<file path="src/arpc_consts.svh">
// Operation
// (RULE_01) Window mode code picks above, below, inside or outside comparison; 0 disables.
// (RULE_02) Resolution code picks 12, 16 (averaging), 10 or 8 bit results.
// (RULE_03) Correction enable applies gain and offset trim before storing the result.
// (RULE_04) With correction enabled each conversion takes 13 extra cycles.
// (RULE_05) Continuous bit restarts conversion after each completes; clear means single.
// (RULE_06) Left align bit moves the result to the top of the result register.
// (RULE_07) Differential bit converts positive minus negative input instead of single-ended.
// (RULE_08) Shift field divides the accumulated sum by two to its power.
// (RULE_09) Count field sums two to its power samples, up to 1024.
// (RULE_10) Software widens the resolution when accumulation widens the result.
// (RULE_11) Drift compensation runs every sampling phase and adds three cycles.
// (RULE_12) Software keeps compensation off whenever sampling length is nonzero.
// (RULE_13) Sampling phase lasts sampling length plus one cycles.
// (RULE_14) Lower threshold register is the window lower bound.
// (RULE_15) Window flag sets the cycle after a matching result; interrupt if enabled.
// (RULE_16) Upper threshold register is the window upper bound.
// (RULE_17) Gain trim is unsigned, one integer bit and eleven fraction bits.
// (RULE_18) Offset trim is a signed two's complement value.
// (RULE_19) Reserved window codes disable; reserved count codes mean one sample.
`ifndef ARPC_CONSTS_SVH
`define ARPC_CONSTS_SVH
// ==========================================================
// Register offsets
`define ARPC_OFF_CTRL    8'h0a
`define ARPC_OFF_AVG     8'h0c
`define ARPC_OFF_SAMP    8'h0d
`define ARPC_OFF_WINLO   8'h0e
`define ARPC_OFF_WINHI   8'h10
`define ARPC_OFF_GAIN    8'h12
`define ARPC_OFF_OFFS    8'h14
`define ARPC_OFF_STAT    8'h20
`define ARPC_OFF_ICLR    8'h21
`define ARPC_OFF_IEN     8'h22
`define ARPC_OFF_RESULT  8'h24
`define ARPC_OFF_CMD     8'h26
// ==========================================================
// Write masks and reset values
`define ARPC_CTRL_MASK   16'h073f
`define ARPC_AVG_MASK    8'h7f
`define ARPC_SAMP_MASK   8'hbf
`define ARPC_RST16       16'h0000
`define ARPC_RST8        8'h00
// ==========================================================
// Field codes
`define ARPC_WIN_OFF     3'h0
`define ARPC_WIN_ABOVE   3'h1
`define ARPC_WIN_BELOW   3'h2
`define ARPC_WIN_INSIDE  3'h3
`define ARPC_WIN_OUTSIDE 3'h4
`define ARPC_RES_12      2'h0
`define ARPC_RES_16      2'h1
`define ARPC_RES_10      2'h2
`define ARPC_RES_8       2'h3
`define ARPC_CNT_MAX     4'ha
`define ARPC_GAIN_FRAC   11
// ==========================================================
// Status bit positions and command bit
`define ARPC_ST_RDY      0
`define ARPC_ST_OVR      1
`define ARPC_ST_WIN      2
`define ARPC_CMD_START   0
// ==========================================================
// Timing counts in converter clock cycles
`define ARPC_CORR_CYCLES 13
`define ARPC_COMP_CYCLES 3
`endif

</file>
<file path="src/arpc_pkg.sv">
package arpc_pkg;
  // ==========================================================
  // Sequencer states
  typedef enum logic [2:0] {
    ARPC_IDLE,
    ARPC_SAMPLE,
    ARPC_CONVERT,
    ARPC_CORRECT,
    ARPC_STORE
  } arpc_state_t;

  // ==========================================================
  // Conversion control layout
  typedef struct packed {
    logic [4:0] rsv_hi;
    logic [2:0] window_compare_select;
    logic [1:0] rsv_mid;
    logic [1:0] result_width_select;
    logic       correction_enable;
    logic       continuous_conversion;
    logic       left_align_result;
    logic       differential_input;
  } arpc_ctrl_t;

  // Averaging control layout
  typedef struct packed {
    logic       rsv;
    logic [2:0] sum_divide_shift;
    logic [3:0] accumulate_count;
  } arpc_avg_t;

  // Sampling time control layout
  typedef struct packed {
    logic       comparator_drift_compensation;
    logic       rsv;
    logic [5:0] sampling_length;
  } arpc_samp_t;
endpackage : arpc_pkg

</file>
<file path="src/arpc_corr.sv">
`timescale 1ns/1ns
`default_nettype none
`include "arpc_consts.svh"
module arpc_corr (
  // Value in and trims
  input  wire logic [15:0] value,
  input  wire logic [11:0] gain_trim,
  input  wire logic [11:0] offset_trim,
  input  wire logic [15:0] max_code,
  // Corrected value
  output logic      [15:0] corrected
);
  logic signed [17:0] diff;
  logic signed [31:0] prod;
  logic signed [31:0] scaled;

  // ==========================================================
  // Offset subtract, gain multiply, clamp to resolution
  always_comb begin
    // (RULE_18) Signed offset trim
    diff   = $signed({2'h0, value}) - $signed({{6{offset_trim[11]}}, offset_trim});
    // (RULE_17) Gain as 1.11 unsigned
    prod   = 32'(diff) * $signed({20'h00000, gain_trim});
    scaled = prod >>> `ARPC_GAIN_FRAC;
    if (scaled < 0) begin
      corrected = 16'h0000;
    end else if (scaled > $signed({16'h0000, max_code})) begin
      corrected = max_code;
    end else begin
      corrected = scaled[15:0];
    end
  end
endmodule : arpc_corr
`default_nettype wire

</file>
<file path="src/arpc_top.sv">
// Chosen here: the strobed register port.
`timescale 1ns/1ns
`default_nettype none
`include "arpc_consts.svh"
module arpc_top
  import arpc_pkg::*;
#(
  parameter int ACC_W = 24
) (
  // Clock and reset
  input  wire logic        clk,
  input  wire logic        rst_n,
  // Register port
  input  wire logic [7:0]  addr,
  input  wire logic [15:0] wdata,
  input  wire logic        wr,
  input  wire logic        rd,
  output logic      [15:0] rdata,
  // Analog core
  output logic             sample_hold,
  output logic             drift_comp,
  output logic             conv_start,
  output logic             diff_sel,
  output logic      [1:0]  width_sel,
  input  wire logic        raw_valid,
  input  wire logic [11:0] raw_data,
  // Interrupt
  output logic             irq
);
  // ==========================================================
  // Parameter check
  if (ACC_W < 22 || ACC_W > 32) begin : g_chk
    $error("ACC_W must be 22 to 32");
  end

  arpc_ctrl_t  ctrl;
  arpc_avg_t   avg;
  arpc_samp_t  samp;
  logic [15:0] win_lo;
  logic [15:0] win_hi;
  logic [11:0] gain;
  logic [11:0] offs;
  logic [2:0]  status;
  logic [2:0]  ien;
  logic [15:0] result;
  logic        unread;
  arpc_state_t state;
  arpc_state_t next_state;
  logic [6:0]  cnt;
  logic [10:0] scnt;
  logic [ACC_W-1:0] acc;
  logic [15:0] avg_val;
  logic [15:0] corr_val;
  logic [15:0] final_val;
  logic        win_hit;
  logic        start_req;
  logic        res_read;
  logic [10:0] n_last;

  // ==========================================================
  // Helper functions
  function automatic logic [15:0] res_max(input logic [1:0] r);
    case (r)
      `ARPC_RES_10: res_max = 16'h03ff;
      `ARPC_RES_8:  res_max = 16'h00ff;
      `ARPC_RES_16: res_max = 16'hffff;
      default:      res_max = 16'h0fff;
    endcase
  endfunction : res_max

  function automatic logic [3:0] left_shift(input logic [1:0] r);
    case (r)
      `ARPC_RES_10: left_shift = 4'h6;
      `ARPC_RES_8:  left_shift = 4'h8;
      `ARPC_RES_16: left_shift = 4'h0;
      default:      left_shift = 4'h4;
    endcase
  endfunction : left_shift

  function automatic logic [ACC_W-1:0] scale_raw(input logic [11:0] v, input logic [1:0] r,
                                                 input logic d);
    logic [11:0] s;
    s = v;
    case (r)
      `ARPC_RES_10: s = d ? {{2{v[11]}}, v[11:2]} : {2'h0, v[11:2]};
      `ARPC_RES_8:  s = d ? {{4{v[11]}}, v[11:4]} : {4'h0, v[11:4]};
      default:      s = v;
    endcase
    // Differential samples are two's complement
    scale_raw = d ? {{(ACC_W-12){s[11]}}, s} : {{(ACC_W-12){1'b0}}, s};
  endfunction : scale_raw

  // ==========================================================
  // Decoded strobes and sample count
  assign start_req = wr && addr == `ARPC_OFF_CMD && wdata[`ARPC_CMD_START];
  assign res_read  = rd && addr == `ARPC_OFF_RESULT;
  // (RULE_09) Two to the count samples; (RULE_19) reserved count means one
  assign n_last    = (avg.accumulate_count > `ARPC_CNT_MAX) ? 11'h000
                   : 11'((12'h001 << avg.accumulate_count) - 12'h001);

  // (RULE_08) Divide accumulated sum by two to the shift
  // Both arms signed so the arithmetic shift keeps the sign of differential sums
  assign avg_val = 16'(ctrl.differential_input ? ($signed(acc) >>> avg.sum_divide_shift)
                                               : $signed(acc >> avg.sum_divide_shift));

  arpc_corr u_corr (
    .value       (avg_val),
    .gain_trim   (gain),
    .offset_trim (offs),
    .max_code    (res_max(ctrl.result_width_select)),
    .corrected   (corr_val)
  );

  // (RULE_03) Corrected value only when correction enabled
  assign final_val = ctrl.correction_enable ? corr_val : avg_val;

  // ==========================================================
  // Window comparison
  always_comb begin
    // (RULE_14) Lower bound and (RULE_16) upper bound
    case (ctrl.window_compare_select)
      `ARPC_WIN_ABOVE:   win_hit = final_val > win_lo;
      `ARPC_WIN_BELOW:   win_hit = final_val < win_hi;
      `ARPC_WIN_INSIDE:  win_hit = final_val > win_lo && final_val < win_hi;
      `ARPC_WIN_OUTSIDE: win_hit = final_val < win_lo || final_val > win_hi;
      // (RULE_01) Off; (RULE_19) reserved codes also off
      default:           win_hit = 1'b0;
    endcase
  end

  // ==========================================================
  // Configuration registers
  always_ff @(posedge clk) begin
    if (!rst_n) begin
      ctrl   <= arpc_ctrl_t'(`ARPC_RST16);
      avg    <= arpc_avg_t'(`ARPC_RST8);
      samp   <= arpc_samp_t'(`ARPC_RST8);
      win_lo <= `ARPC_RST16;
      win_hi <= `ARPC_RST16;
      gain   <= 12'h000;
      offs   <= 12'h000;
      ien    <= 3'h0;
    end else if (wr) begin
      case (addr)
        `ARPC_OFF_CTRL:  ctrl   <= arpc_ctrl_t'(wdata & `ARPC_CTRL_MASK);
        `ARPC_OFF_AVG:   avg    <= arpc_avg_t'(wdata[7:0] & `ARPC_AVG_MASK);
        `ARPC_OFF_SAMP:  samp   <= arpc_samp_t'(wdata[7:0] & `ARPC_SAMP_MASK);
        `ARPC_OFF_WINLO: win_lo <= wdata;
        `ARPC_OFF_WINHI: win_hi <= wdata;
        `ARPC_OFF_GAIN:  gain   <= wdata[11:0];
        `ARPC_OFF_OFFS:  offs   <= wdata[11:0];
        `ARPC_OFF_IEN:   ien    <= wdata[2:0];
        default: ;
      endcase
    end
  end

  // ==========================================================
  // Sequencer next state
  always_comb begin
    next_state = state;
    case (state)
      ARPC_IDLE:    if (start_req) next_state = ARPC_SAMPLE;
      ARPC_SAMPLE:  if (cnt == 7'h00) next_state = ARPC_CONVERT;
      ARPC_CONVERT: begin
        if (raw_valid) begin
          if (scnt != n_last) begin
            next_state = ARPC_SAMPLE;
          end else if (ctrl.correction_enable) begin
            next_state = ARPC_CORRECT;
          end else begin
            next_state = ARPC_STORE;
          end
        end
      end
      ARPC_CORRECT: if (cnt == 7'h00) next_state = ARPC_STORE;
      // (RULE_05) Continuous restarts, single returns to idle
      ARPC_STORE:   next_state = (ctrl.continuous_conversion || start_req) ? ARPC_SAMPLE
                                                                           : ARPC_IDLE;
      default:      next_state = ARPC_IDLE;
    endcase
  end

  // Sequencer state
  always_ff @(posedge clk) begin
    if (!rst_n) begin
      state <= ARPC_IDLE;
    end else begin
      state <= next_state;
    end
  end

  // ==========================================================
  // Phase counter
  always_ff @(posedge clk) begin
    if (!rst_n) begin
      cnt <= 7'h00;
    end else if (next_state == ARPC_SAMPLE && state != ARPC_SAMPLE) begin
      // (RULE_13) Length plus one; (RULE_11) compensation loads three in place of the length
      cnt <= samp.comparator_drift_compensation ? 7'(`ARPC_COMP_CYCLES)
                                                : {1'b0, samp.sampling_length};
    end else if (next_state == ARPC_CORRECT && state != ARPC_CORRECT) begin
      // (RULE_04) Thirteen correction cycles
      cnt <= 7'(`ARPC_CORR_CYCLES - 1);
    end else if (cnt != 7'h00) begin
      cnt <= cnt - 7'h01;
    end
  end

  // ==========================================================
  // Sample accumulation
  always_ff @(posedge clk) begin
    if (!rst_n) begin
      acc  <= '0;
      scnt <= 11'h000;
    end else if (state == ARPC_STORE || state == ARPC_IDLE) begin
      acc  <= '0;
      scnt <= 11'h000;
    end else if (state == ARPC_CONVERT && raw_valid) begin
      // (RULE_07) Signed samples in differential mode
      acc  <= acc + scale_raw(raw_data, ctrl.result_width_select, ctrl.differential_input);
      scnt <= scnt + 11'h001;
    end
  end

  // ==========================================================
  // Result register
  always_ff @(posedge clk) begin
    if (!rst_n) begin
      result <= `ARPC_RST16;
    end else if (state == ARPC_STORE) begin
      // (RULE_06) Left or right alignment; (RULE_02) width per resolution
      result <= ctrl.left_align_result ? 16'(final_val << left_shift(ctrl.result_width_select))
                                       : (final_val & res_max(ctrl.result_width_select));
    end
  end

  // Unread tracking, store wins over read
  always_ff @(posedge clk) begin
    if (!rst_n) begin
      unread <= 1'b0;
    end else if (state == ARPC_STORE) begin
      unread <= 1'b1;
    end else if (res_read) begin
      unread <= 1'b0;
    end
  end

  // ==========================================================
  // Sticky status, set wins over clear
  always_ff @(posedge clk) begin
    if (!rst_n) begin
      status <= 3'h0;
    end else begin
      status[`ARPC_ST_RDY] <= (state == ARPC_STORE) ||
        (status[`ARPC_ST_RDY] && !res_read &&
         !(wr && addr == `ARPC_OFF_ICLR && wdata[`ARPC_ST_RDY]));
      status[`ARPC_ST_OVR] <= (state == ARPC_STORE && unread) ||
        (status[`ARPC_ST_OVR] && !(wr && addr == `ARPC_OFF_ICLR && wdata[`ARPC_ST_OVR]));
      // (RULE_15) Window flag on the cycle after the match
      status[`ARPC_ST_WIN] <= (state == ARPC_STORE && win_hit) ||
        (status[`ARPC_ST_WIN] && !res_read &&
         !(wr && addr == `ARPC_OFF_ICLR && wdata[`ARPC_ST_WIN]));
    end
  end

  // Interrupt level
  always_ff @(posedge clk) begin
    if (!rst_n) begin
      irq <= 1'b0;
    end else begin
      irq <= |(status & ien);
    end
  end

  // ==========================================================
  // Read data, valid only in the cycle after the strobe
  always_ff @(posedge clk) begin
    if (!rst_n) begin
      rdata <= 16'h0000;
    end else if (rd) begin
      case (addr)
        `ARPC_OFF_CTRL:   rdata <= ctrl;
        `ARPC_OFF_AVG:    rdata <= {8'h00, avg};
        `ARPC_OFF_SAMP:   rdata <= {8'h00, samp};
        `ARPC_OFF_WINLO:  rdata <= win_lo;
        `ARPC_OFF_WINHI:  rdata <= win_hi;
        `ARPC_OFF_GAIN:   rdata <= {4'h0, gain};
        `ARPC_OFF_OFFS:   rdata <= {4'h0, offs};
        `ARPC_OFF_STAT:   rdata <= {13'h0000, status};
        `ARPC_OFF_IEN:    rdata <= {13'h0000, ien};
        `ARPC_OFF_RESULT: rdata <= result;
        default:          rdata <= 16'h0000;
      endcase
    end else begin
      rdata <= 16'h0000;
    end
  end

  // ==========================================================
  // Analog core controls
  always_ff @(posedge clk) begin
    if (!rst_n) begin
      sample_hold <= 1'b0;
      drift_comp  <= 1'b0;
      conv_start  <= 1'b0;
      diff_sel    <= 1'b0;
      width_sel   <= 2'h0;
    end else begin
      sample_hold <= next_state == ARPC_SAMPLE;
      // (RULE_11) Compensation in every sampling phase
      drift_comp  <= next_state == ARPC_SAMPLE && samp.comparator_drift_compensation;
      conv_start  <= next_state == ARPC_CONVERT && state == ARPC_SAMPLE;
      // (RULE_07) Differential select to core
      diff_sel    <= ctrl.differential_input;
      width_sel   <= ctrl.result_width_select;
    end
  end

  // ==========================================================
  // Helper counters for checks
  logic [7:0] hold_run;
  logic [7:0] hold_exp;
  logic [7:0] corr_run;
  always_ff @(posedge clk) begin
    if (!rst_n) begin
      hold_run <= 8'h00;
      hold_exp <= 8'h00;
      corr_run <= 8'h00;
    end else begin
      hold_run <= (state == ARPC_SAMPLE) ? hold_run + 8'h01 : 8'h00;
      // Cycles spent in the correction wait, independent of the phase counter
      corr_run <= (state == ARPC_CORRECT) ? corr_run + 8'h01 : 8'h00;
      if (state != ARPC_SAMPLE && next_state == ARPC_SAMPLE) begin
        hold_exp <= samp.comparator_drift_compensation ? 8'(`ARPC_COMP_CYCLES + 1)
                                                       : 8'(samp.sampling_length + 6'h01);
      end
    end
  end

  a_sample_len: assert property (@(posedge clk) disable iff (!rst_n) // (RULE_13)
    (state == ARPC_SAMPLE && next_state != ARPC_SAMPLE) |-> hold_run + 8'h01 == hold_exp)
    else $error("sampling phase length wrong");

  a_comp_len: assert property (@(posedge clk) disable iff (!rst_n) // (RULE_11)
    (state == ARPC_IDLE && start_req && samp.comparator_drift_compensation)
    |=> (state == ARPC_SAMPLE && drift_comp)[*4] ##1 state == ARPC_CONVERT)
    else $error("compensated sampling not four cycles");

  a_corr_delay: assert property (@(posedge clk) disable iff (!rst_n) // (RULE_04)
    (state == ARPC_CORRECT && next_state != ARPC_CORRECT)
    |-> corr_run == 8'(`ARPC_CORR_CYCLES - 1) ##1 state == ARPC_STORE)
    else $error("correction delay not thirteen cycles");

  a_no_corr: assert property (@(posedge clk) disable iff (!rst_n) // (RULE_03)
    (state == ARPC_STORE && !ctrl.correction_enable) |-> $past(state) == ARPC_CONVERT)
    else $error("correction wait without enable");

  a_cont_restart: assert property (@(posedge clk) disable iff (!rst_n) // (RULE_05)
    (state == ARPC_STORE && ctrl.continuous_conversion) |=> state == ARPC_SAMPLE)
    else $error("continuous mode did not restart");

  a_single_stop: assert property (@(posedge clk) disable iff (!rst_n) // (RULE_05)
    (state == ARPC_STORE && !ctrl.continuous_conversion && !start_req) |=> state == ARPC_IDLE)
    else $error("single mode did not stop");

  a_win_lower: assert property (@(posedge clk) disable iff (!rst_n) // (RULE_14)
    (state == ARPC_STORE && ctrl.window_compare_select == `ARPC_WIN_ABOVE && final_val > win_lo)
    |=> status[`ARPC_ST_WIN])
    else $error("lower bound match missed");

  a_win_upper: assert property (@(posedge clk) disable iff (!rst_n) // (RULE_16)
    (state == ARPC_STORE && ctrl.window_compare_select == `ARPC_WIN_BELOW && final_val < win_hi)
    |=> status[`ARPC_ST_WIN])
    else $error("upper bound match missed");

  a_win_off: assert property (@(posedge clk) disable iff (!rst_n) // (RULE_19)
    (state == ARPC_STORE && (ctrl.window_compare_select == `ARPC_WIN_OFF ||
     ctrl.window_compare_select > `ARPC_WIN_OUTSIDE)) |=> !$rose(status[`ARPC_ST_WIN]))
    else $error("window flag set while disabled");

  a_left_align: assert property (@(posedge clk) disable iff (!rst_n) // (RULE_06)
    (state == ARPC_STORE && ctrl.left_align_result &&
     ctrl.result_width_select == `ARPC_RES_12) |=> result[3:0] == 4'h0)
    else $error("left aligned result low bits not zero");

  a_irq_level: assert property (@(posedge clk) disable iff (!rst_n) // (RULE_15)
    ##1 irq == |($past(status) & $past(ien)))
    else $error("interrupt level mismatch");
endmodule : arpc_top
`default_nettype wire

</file>
<file path="config.mk">
export PLATFORM = sky130hd
export DESIGN_NAME = arpc_top
export DESIGN_NICKNAME = d
export VERILOG_FILES = /design/src/arpc_pkg.sv /design/src/arpc_corr.sv /design/src/arpc_top.sv
export VERILOG_INCLUDE_DIRS = /design/src /design/src/src
export SDC_FILE = /design/constraint.sdc
export NUM_CORES = 1
export LEC_CHECK = 0
export BUFFER_PORTS_ARGS = -buffer_cell sky130_fd_sc_hd__buf_2
export CAP_MARGIN = 20
export CORE_ASPECT_RATIO = 1.75
export CORE_MARGIN = 2
export CORE_UTILIZATION = 35
export DETAILED_ROUTE_END_ITERATION = 10
export GPL_TIMING_DRIVEN = 0
export HOLD_SLACK_MARGIN = 0.12
export PLACE_DENSITY = 0.53
export REMOVE_ABC_BUFFERS = 1
export SYNTH_ARGS = -nofsm -noshare
export SYNTH_HDL_FRONTEND = slang
export SYNTH_SLANG_ARGS = --single-unit
</file>
<file path="constraint.sdc">
create_clock -name clk -period 16.9 [get_ports clk]
set_clock_uncertainty 0.05 [all_clocks]
set_input_delay 1.69 -clock clk [delete_from_list [all_inputs] [get_ports clk]]
set_output_delay 1.69 -clock clk [all_outputs]
set_load 0.03 [all_outputs]
</file>
Word level (Yosys, flattened, before mapping)
Cells that the tools add are included.
Widths: inputs -> output; s select.
{ "word_totals": {"regBits": 170, "in_bits": 41} }
{ "classes": {"addsub": 5, "n_mul": 1, "magnitude_cmp": 7, "eq_ne": 29, "shift": 4, "muxes": 35, "n_bitwise": 3, "n_reduce_logical": 46} }
{ "ops": {"columns": ["operator", "n"], "rows": [
  ["$pmux 16 s10", 1],
  ["$mux 16", 7],
  ["$mux 12", 5],
  ["$pmux 16 s3", 1],
  ["$eq 8x6->1 const B", 5],
  ["$eq 8x4->1 const B", 4],
  ["$gt 16x16->1", 2],
  ["$lt 16x16->1", 2],
  ["$mul 18x13->31", 1],
  ["$add 24x24->24", 1],
  ["$eq 8x5->1 const B", 3],
  ["$mux 24", 1],
  ["$pmux 12 s2", 1],
  ["$shr 24x3->16", 1],
  ["$sshr 24x3->16", 1],
  ["$mux 7", 3],
  ["$gt 20x17->1", 1],
  ["$logic_and 1x1->1", 20],
  ["$lt 20x1->1 const B", 1],
  ["$eq 3x2->1 const B", 6],
  ["$mux 3", 6],
  ["$reduce_and 2->1", 9],
  ["$sub 17x12->18", 1],
  ["$and 16x16->16", 1],
  ["31 further kinds", 46]
]} }

Logic depth before layout (Yosys ltp)
{ "depth": {"word_depth": 13, "depth_mapped": 65, "ltp_nobuf": 61} }

Cells and area by module
A second synthesis with hierarchy kept.
{ "unflattened": {"cells_unflattened": 2438, "area_unflattened_um2": 19705.1} }
{ "modules_own_cells": {"columns": ["mod", "instances", "cells_per_inst", "area_per_inst_um2"], "rows": [
  ["arpc_top", 1, 1312, 10323.7],
  ["arpc_corr", 1, 1126, 9381.5]
]} }

Worst setup path before layout
OpenSTA, ideal clock, no wires.
{ "synth_path": {"path_kind": "register -> register", "startpoint": "register avg[5] (netlist bit)", "endpoint": "register status[2]", "setup_time_ns": 0.130, "t_arrival_ns": 12.757, "required_ns": 16.720, "path_slack_ns": 3.963, "stages_incl_launch_ff": 60, "path_buffers": 4, "synth_period_minus_slack_ns": 12.937, "path_cell_list": "dfxtp_1 -> clkbuf_1 -> buf_1 -> buf_1 -> mux2i_1 -> mux2i_1 -> o21ai_0 -> inv_1 -> ha_1 -> nor2b_1 -> o21ai_0 -> a21boi_0 -> o21ai_0 -> a21boi_0 -> o21ai_0 -> a21boi_0 -> o21ai_0 -> a21oi_1 -> [... 24 more ...] -> or4_1 -> or4_4 -> o31ai_4 -> a31oi_1 -> or2_2 -> ha_1 -> nor2b_1 -> o21a_1 -> o21a_1 -> o21a_1 -> o21a_1 -> o21a_1 -> o21a_1 -> o21ai_0 -> a21oi_1 -> mux2_2 -> a2bb2oi_1 -> o31ai_1"} }
{ "synth_via": {"elab_chain_cells": 13} }
{ "synth_rtl": {"columns": ["element", "line_no", "source"], "rows": [
  ["start, declared", "arpc_top.sv:37", "arpc_avg_t avg;"],
  ["start signal, assigned", "arpc_top.sv:136", "avg <= arpc_avg_t'(`ARPC_RST8);"],
  ["start signal, assigned", "arpc_top.sv:146", "`ARPC_OFF_AVG: avg <= arpc_avg_t'(wdata[7:0] & `ARPC_AVG_MASK);"],
  ["$shr 24x3->16 / $sshr 24x3->16 (equally long branches)", "arpc_top.sv:104, arpc_top.sv:103", null],
  ["$mux 16 *", "arpc_top.sv:103", "assign avg_val = 16'(ctrl.differential_input ? ($signed(acc) >>> avg.sum_divide_shift)"],
  ["$sub 17x12->18", "arpc_corr.sv:21", "diff = $signed({2'h0, value}) - $signed({{6{offset_trim[11]}}, offset_trim});"],
  ["$mul 18x13->31", "arpc_corr.sv:23", "prod = 32'(diff) * $signed({20'h00000, gain_trim});"],
  ["$gt 20x17->1", "arpc_corr.sv:27", "end else if (scaled > $signed({16'h0000, max_code})) begin"],
  ["$mux 16", "arpc_corr.sv:27", null],
  ["$mux 16", "arpc_corr.sv:25", "if (scaled < 0) begin"],
  ["$mux 16 *", "arpc_top.sv:115", "assign final_val = ctrl.correction_enable ? corr_val : avg_val;"],
  ["$lt 16x16->1, or another cell as far along", "arpc_top.sv:125", "`ARPC_WIN_OUTSIDE: win_hit = final_val < win_lo || final_val > win_hi;"],
  ["$logic_or 1x1->1 / $logic_and 1x1->1 (equally long branches)", "arpc_top.sv:125, arpc_top.sv:124", null],
  ["$pmux 1 s4 *", "arpc_top.sv:121", "case (ctrl.window_compare_select)"],
  ["$logic_and 1x1->1 *", "arpc_top.sv:261", "status[`ARPC_ST_WIN] <= (state == ARPC_STORE && win_hit) ||"],
  ["$logic_or 1x1->1 *", "arpc_top.sv:261", null],
  ["end signal, assigned by index", "arpc_top.sv:255", "status[`ARPC_ST_RDY] <= (state == ARPC_STORE) ||"],
  ["end signal, assigned by index", "arpc_top.sv:258", "status[`ARPC_ST_OVR] <= (state == ARPC_STORE && unread) ||"],
  ["end signal, assigned by index", "arpc_top.sv:261", null],
  ["end, declared", "arpc_top.sv:43", "logic [2:0] status;"]
]} }
Every way passes the cells marked *; elsewhere a longest branch is shown, timed or not.
A chain may end at the register's enable or synchronous reset.

Worst setup path in the final report
Ends and elaborated chain as after synthesis.

==> impl_metrics.env <==
export IMPL_place_congestion=0.920
export IMPL_drt_pass1_iterations=5
export IMPL_grt_max_degree=85
export IMPL_wire_per_inst_um=18.9
export IMPL_yosysWarnings=0
export IMPL_crit_path_end_kind="flop"
export IMPL_avgViaCountPerCell=5.38
export IMPL_ys_flop_type="dfxtp_1"
export IMPL_startpoint_type="flop"
export IMPL_num_rows=114
export IMPL_ctsResizeCount=0
export IMPL_initial_core_util_pct=35.2
export IMPL_seq_area_frac_synth_pct=17.4
export IMPL_worst_pin_slew_ns=1.15
export IMPL_synth_avg_cell_area_sq_um=7.96
export IMPL_grt_first_pass_wirelength_um=94500
export IMPL_post_cts_repair_setup_buffers=0
export IMPL_drt_wl_total_um=59100
export IMPL_cap_violations=0
export IMPL_cpMostUsedCell="o21a_1"
export IMPL_ys_types=88
export IMPL_synth_top_area_share_pct=20.5
export IMPL_p_leak_nw=9.18
export IMPL_cts_root_buf="clkbuf_16"
export IMPL_synth_seq_cells=169
export IMPL_dp_hpwl_um=47700
export IMPL_required_ns=17.16
export IMPL_crit_buf_inv=6
export IMPL_cts_tree="built"
export IMPL_cts_hold_buffers=0
export IMPL_port_buffers=63
export IMPL_track_usage_pct=21.0
export IMPL_hold_viol=0
export IMPL_gr_usage_met3_pct=1.60
export IMPL_drt_iter0_drc=1117
export IMPL_fin_cells=3133
export IMPL_critical_path_top_delay_family="compound AO/OA/AOI/OAI gates"
export IMPL_die_x_um=182
export IMPL_setup_viol=0
export IMPL_cts_htree_levels=4
export IMPL_power_density_nw_per_um2=44.1
export IMPL_path_class="reg2reg"
export IMPL_layout_drive_gt1_share_pct=7.76
export IMPL_drc=0
export IMPL_ir_drop_uv=69.4
export IMPL_gr_total_overflow=0
export IMPL_fin_crit_ns=15.46
export IMPL_max_stage_delay_ns=0.73
export IMPL_synth_edf_count=0
export IMPL_setup_tns_ns=0
export IMPL_clk_path_buf_depth=2
export IMPL_fin_nets=2813
export IMPL_synthTopCellsByCount="368 x inv_1, 341 x nand2_1, 199 x fa_1"
export IMPL_die_h_um=315
export IMPL_synth_most_common_cell="inv_1"
export IMPL_ant_nets=0
export IMPL_fin_crit_sh_pct=91.5
export IMPL_clock_sinks=169
export IMPL_numCtsBuffers=17
export IMPL_synth_area_leaders="fa_1 21%, dfxtp_1 17%, ha_1 9.7%, inv_1 7.1%, nand2_1 6.6%"
export IMPL_die_area_sq_um=57400
export IMPL_clk_pin_slew_ns=0.08
export IMPL_area_growth_pct=9.02
export IMPL_status="finished, final reports clean"
export IMPL_syn_inst=2439
export IMPL_syn_area_sq_um=19400
export IMPL_max_slew_margin_pct=23.1
export IMPL_drv_slew=0
export IMPL_synth_top_area_cell="fa_1"
export IMPL_rsz0062_at_grt="no"
export IMPL_async_reset_ff_share_pct=0
export IMPL_clk_insertion_delay_late_ns=0.45
export IMPL_dp_cells=3094
export IMPL_antenna_found_initial=1
export IMPL_globalRouteMet1Util_pct=22.4
export IMPL_num_vias=16900
export IMPL_cp_max_fo=23
export IMPL_grt_pass1_vias=17600
export IMPL_power_total_uw=933
export IMPL_busiest_layer="met2"
export IMPL_slowest_stage="o21ai_0"
export IMPL_hp_class="reg2reg"
export IMPL_clock_fmax_mhz=64.7
export IMPL_met2_usage_pct=41.6
export IMPL_cp_arrival_ns=15.72
export IMPL_io_pins=64
export IMPL_core_area_sq_um=55100
power breakdown:
group	total (mW)	switching (mW)	internal, mW	leakage, nW
Sequential	0.414	0.00807	0.406	1.36
Combinational	0.0954	0.0561	0.0393	7.52
Clock	0.423	0.196	0.227	0.300
Total	0.933	0.260	0.673	9.18
state kept, by name, indices dropped and copies added (netlist names), 3 cells and up:
name    flops
ien         3
avg         7
state       3
win_lo     16
status      3
samp        7
cnt         7
gain       12
ctrl        9
win_hi     16
rdata      16
result     16
offs       12
acc        23
scnt       11
cell type report:
class                           instances  area, sq um
Tap cell                              696          871
Inverter                              370         1390
Timing Repair Buffer                   92          676
Multi-Input combinational cell       1773        14200
Fill cell                            5708        33900
Sequential cell                       169         3380
Clock buffer                           17          425
Antenna cell                            1         2.50
Clock inverter                         15          199
worst min-delay path, cell delays in order, from the launching register on:
cell,delay [ns]
dfxtp_1,0.32
nand2_1,0.06
a21oi_1,0.05
cell families after synthesis:
kind of cell / share of synthesized area, %
AND/OR/NAND/NOR: 19.0
multiplexers: 4.09
buffers and inverters: 9.64
XOR/XNOR: 3.07
AO/OA/AOI/OAI: 16.5
flip-flops: 17.4
adder cells (fa/ha/maj): 30.2
routing by layer:
| layer | wire length [um] | vias up |
|---|---|---|
| li1 | - | 7975 |
| met1 | 22000 | 8323 |
| met2 | 32300 | 448 |
| met3 | 2170 | 118 |
| met4 | 2580 | 0 |
| met5 | 0 | - |
cell usage in the layout (no fill, tap or decap), types with 16 or more instances in the layout:
| cell | n |
|---|---|
| inv_1 | 368 |
| nand2_1 | 341 |
| fa_1 | 199 |
| a21oi_1 | 187 |
| dfxtp_1 | 168 |
| nor2_1 | 159 |
| ha_1 | 150 |
| and2_1 | 102 |
| o21ai_0 | 83 |
| buf_2 | 65 |
| mux2i_1 | 51 |
| xnor2_1 | 43 |
| nand3_1 | 35 |
| nor2b_1 | 34 |
| o21a_1 | 25 |
| xor2_1 | 25 |
| nor3_1 | 23 |
| a21o_1 | 21 |
| a31oi_1 | 18 |
| nand4_1 | 18 |
| or3_1 | 17 |
| clkbuf_16 | 17 |
| a22oi_1 | 16 |
| a222oi_1 | 16 |
stage by stage:
step	hold slack [ns]	setup WS, ns	utilization (%)	instance area [sq um]
global route	0.446	0.680	38.4	21200
detailed placement	0.406	1.14	37.1	20400
floorplan	0.381	3.98	-	18900
finish	0.423	1.44	38.4	21200
CTS	0.420	1.08	38.2	21000
global placement	0.395	0.454	36.5	20100
worst paths after layout:
check	end	cells past startpoint	slack, ns	from
setup / recovery	status[2]	57	1.44	avg[5]
hold / removal	result[0]	2	0.42	result[0]
setup reg to reg	status[2]	57	1.44	avg[5]
hold reg to reg	result[0]	2	0.42	result[0]
No activity file was read; power rests on OpenSTA's default activity.
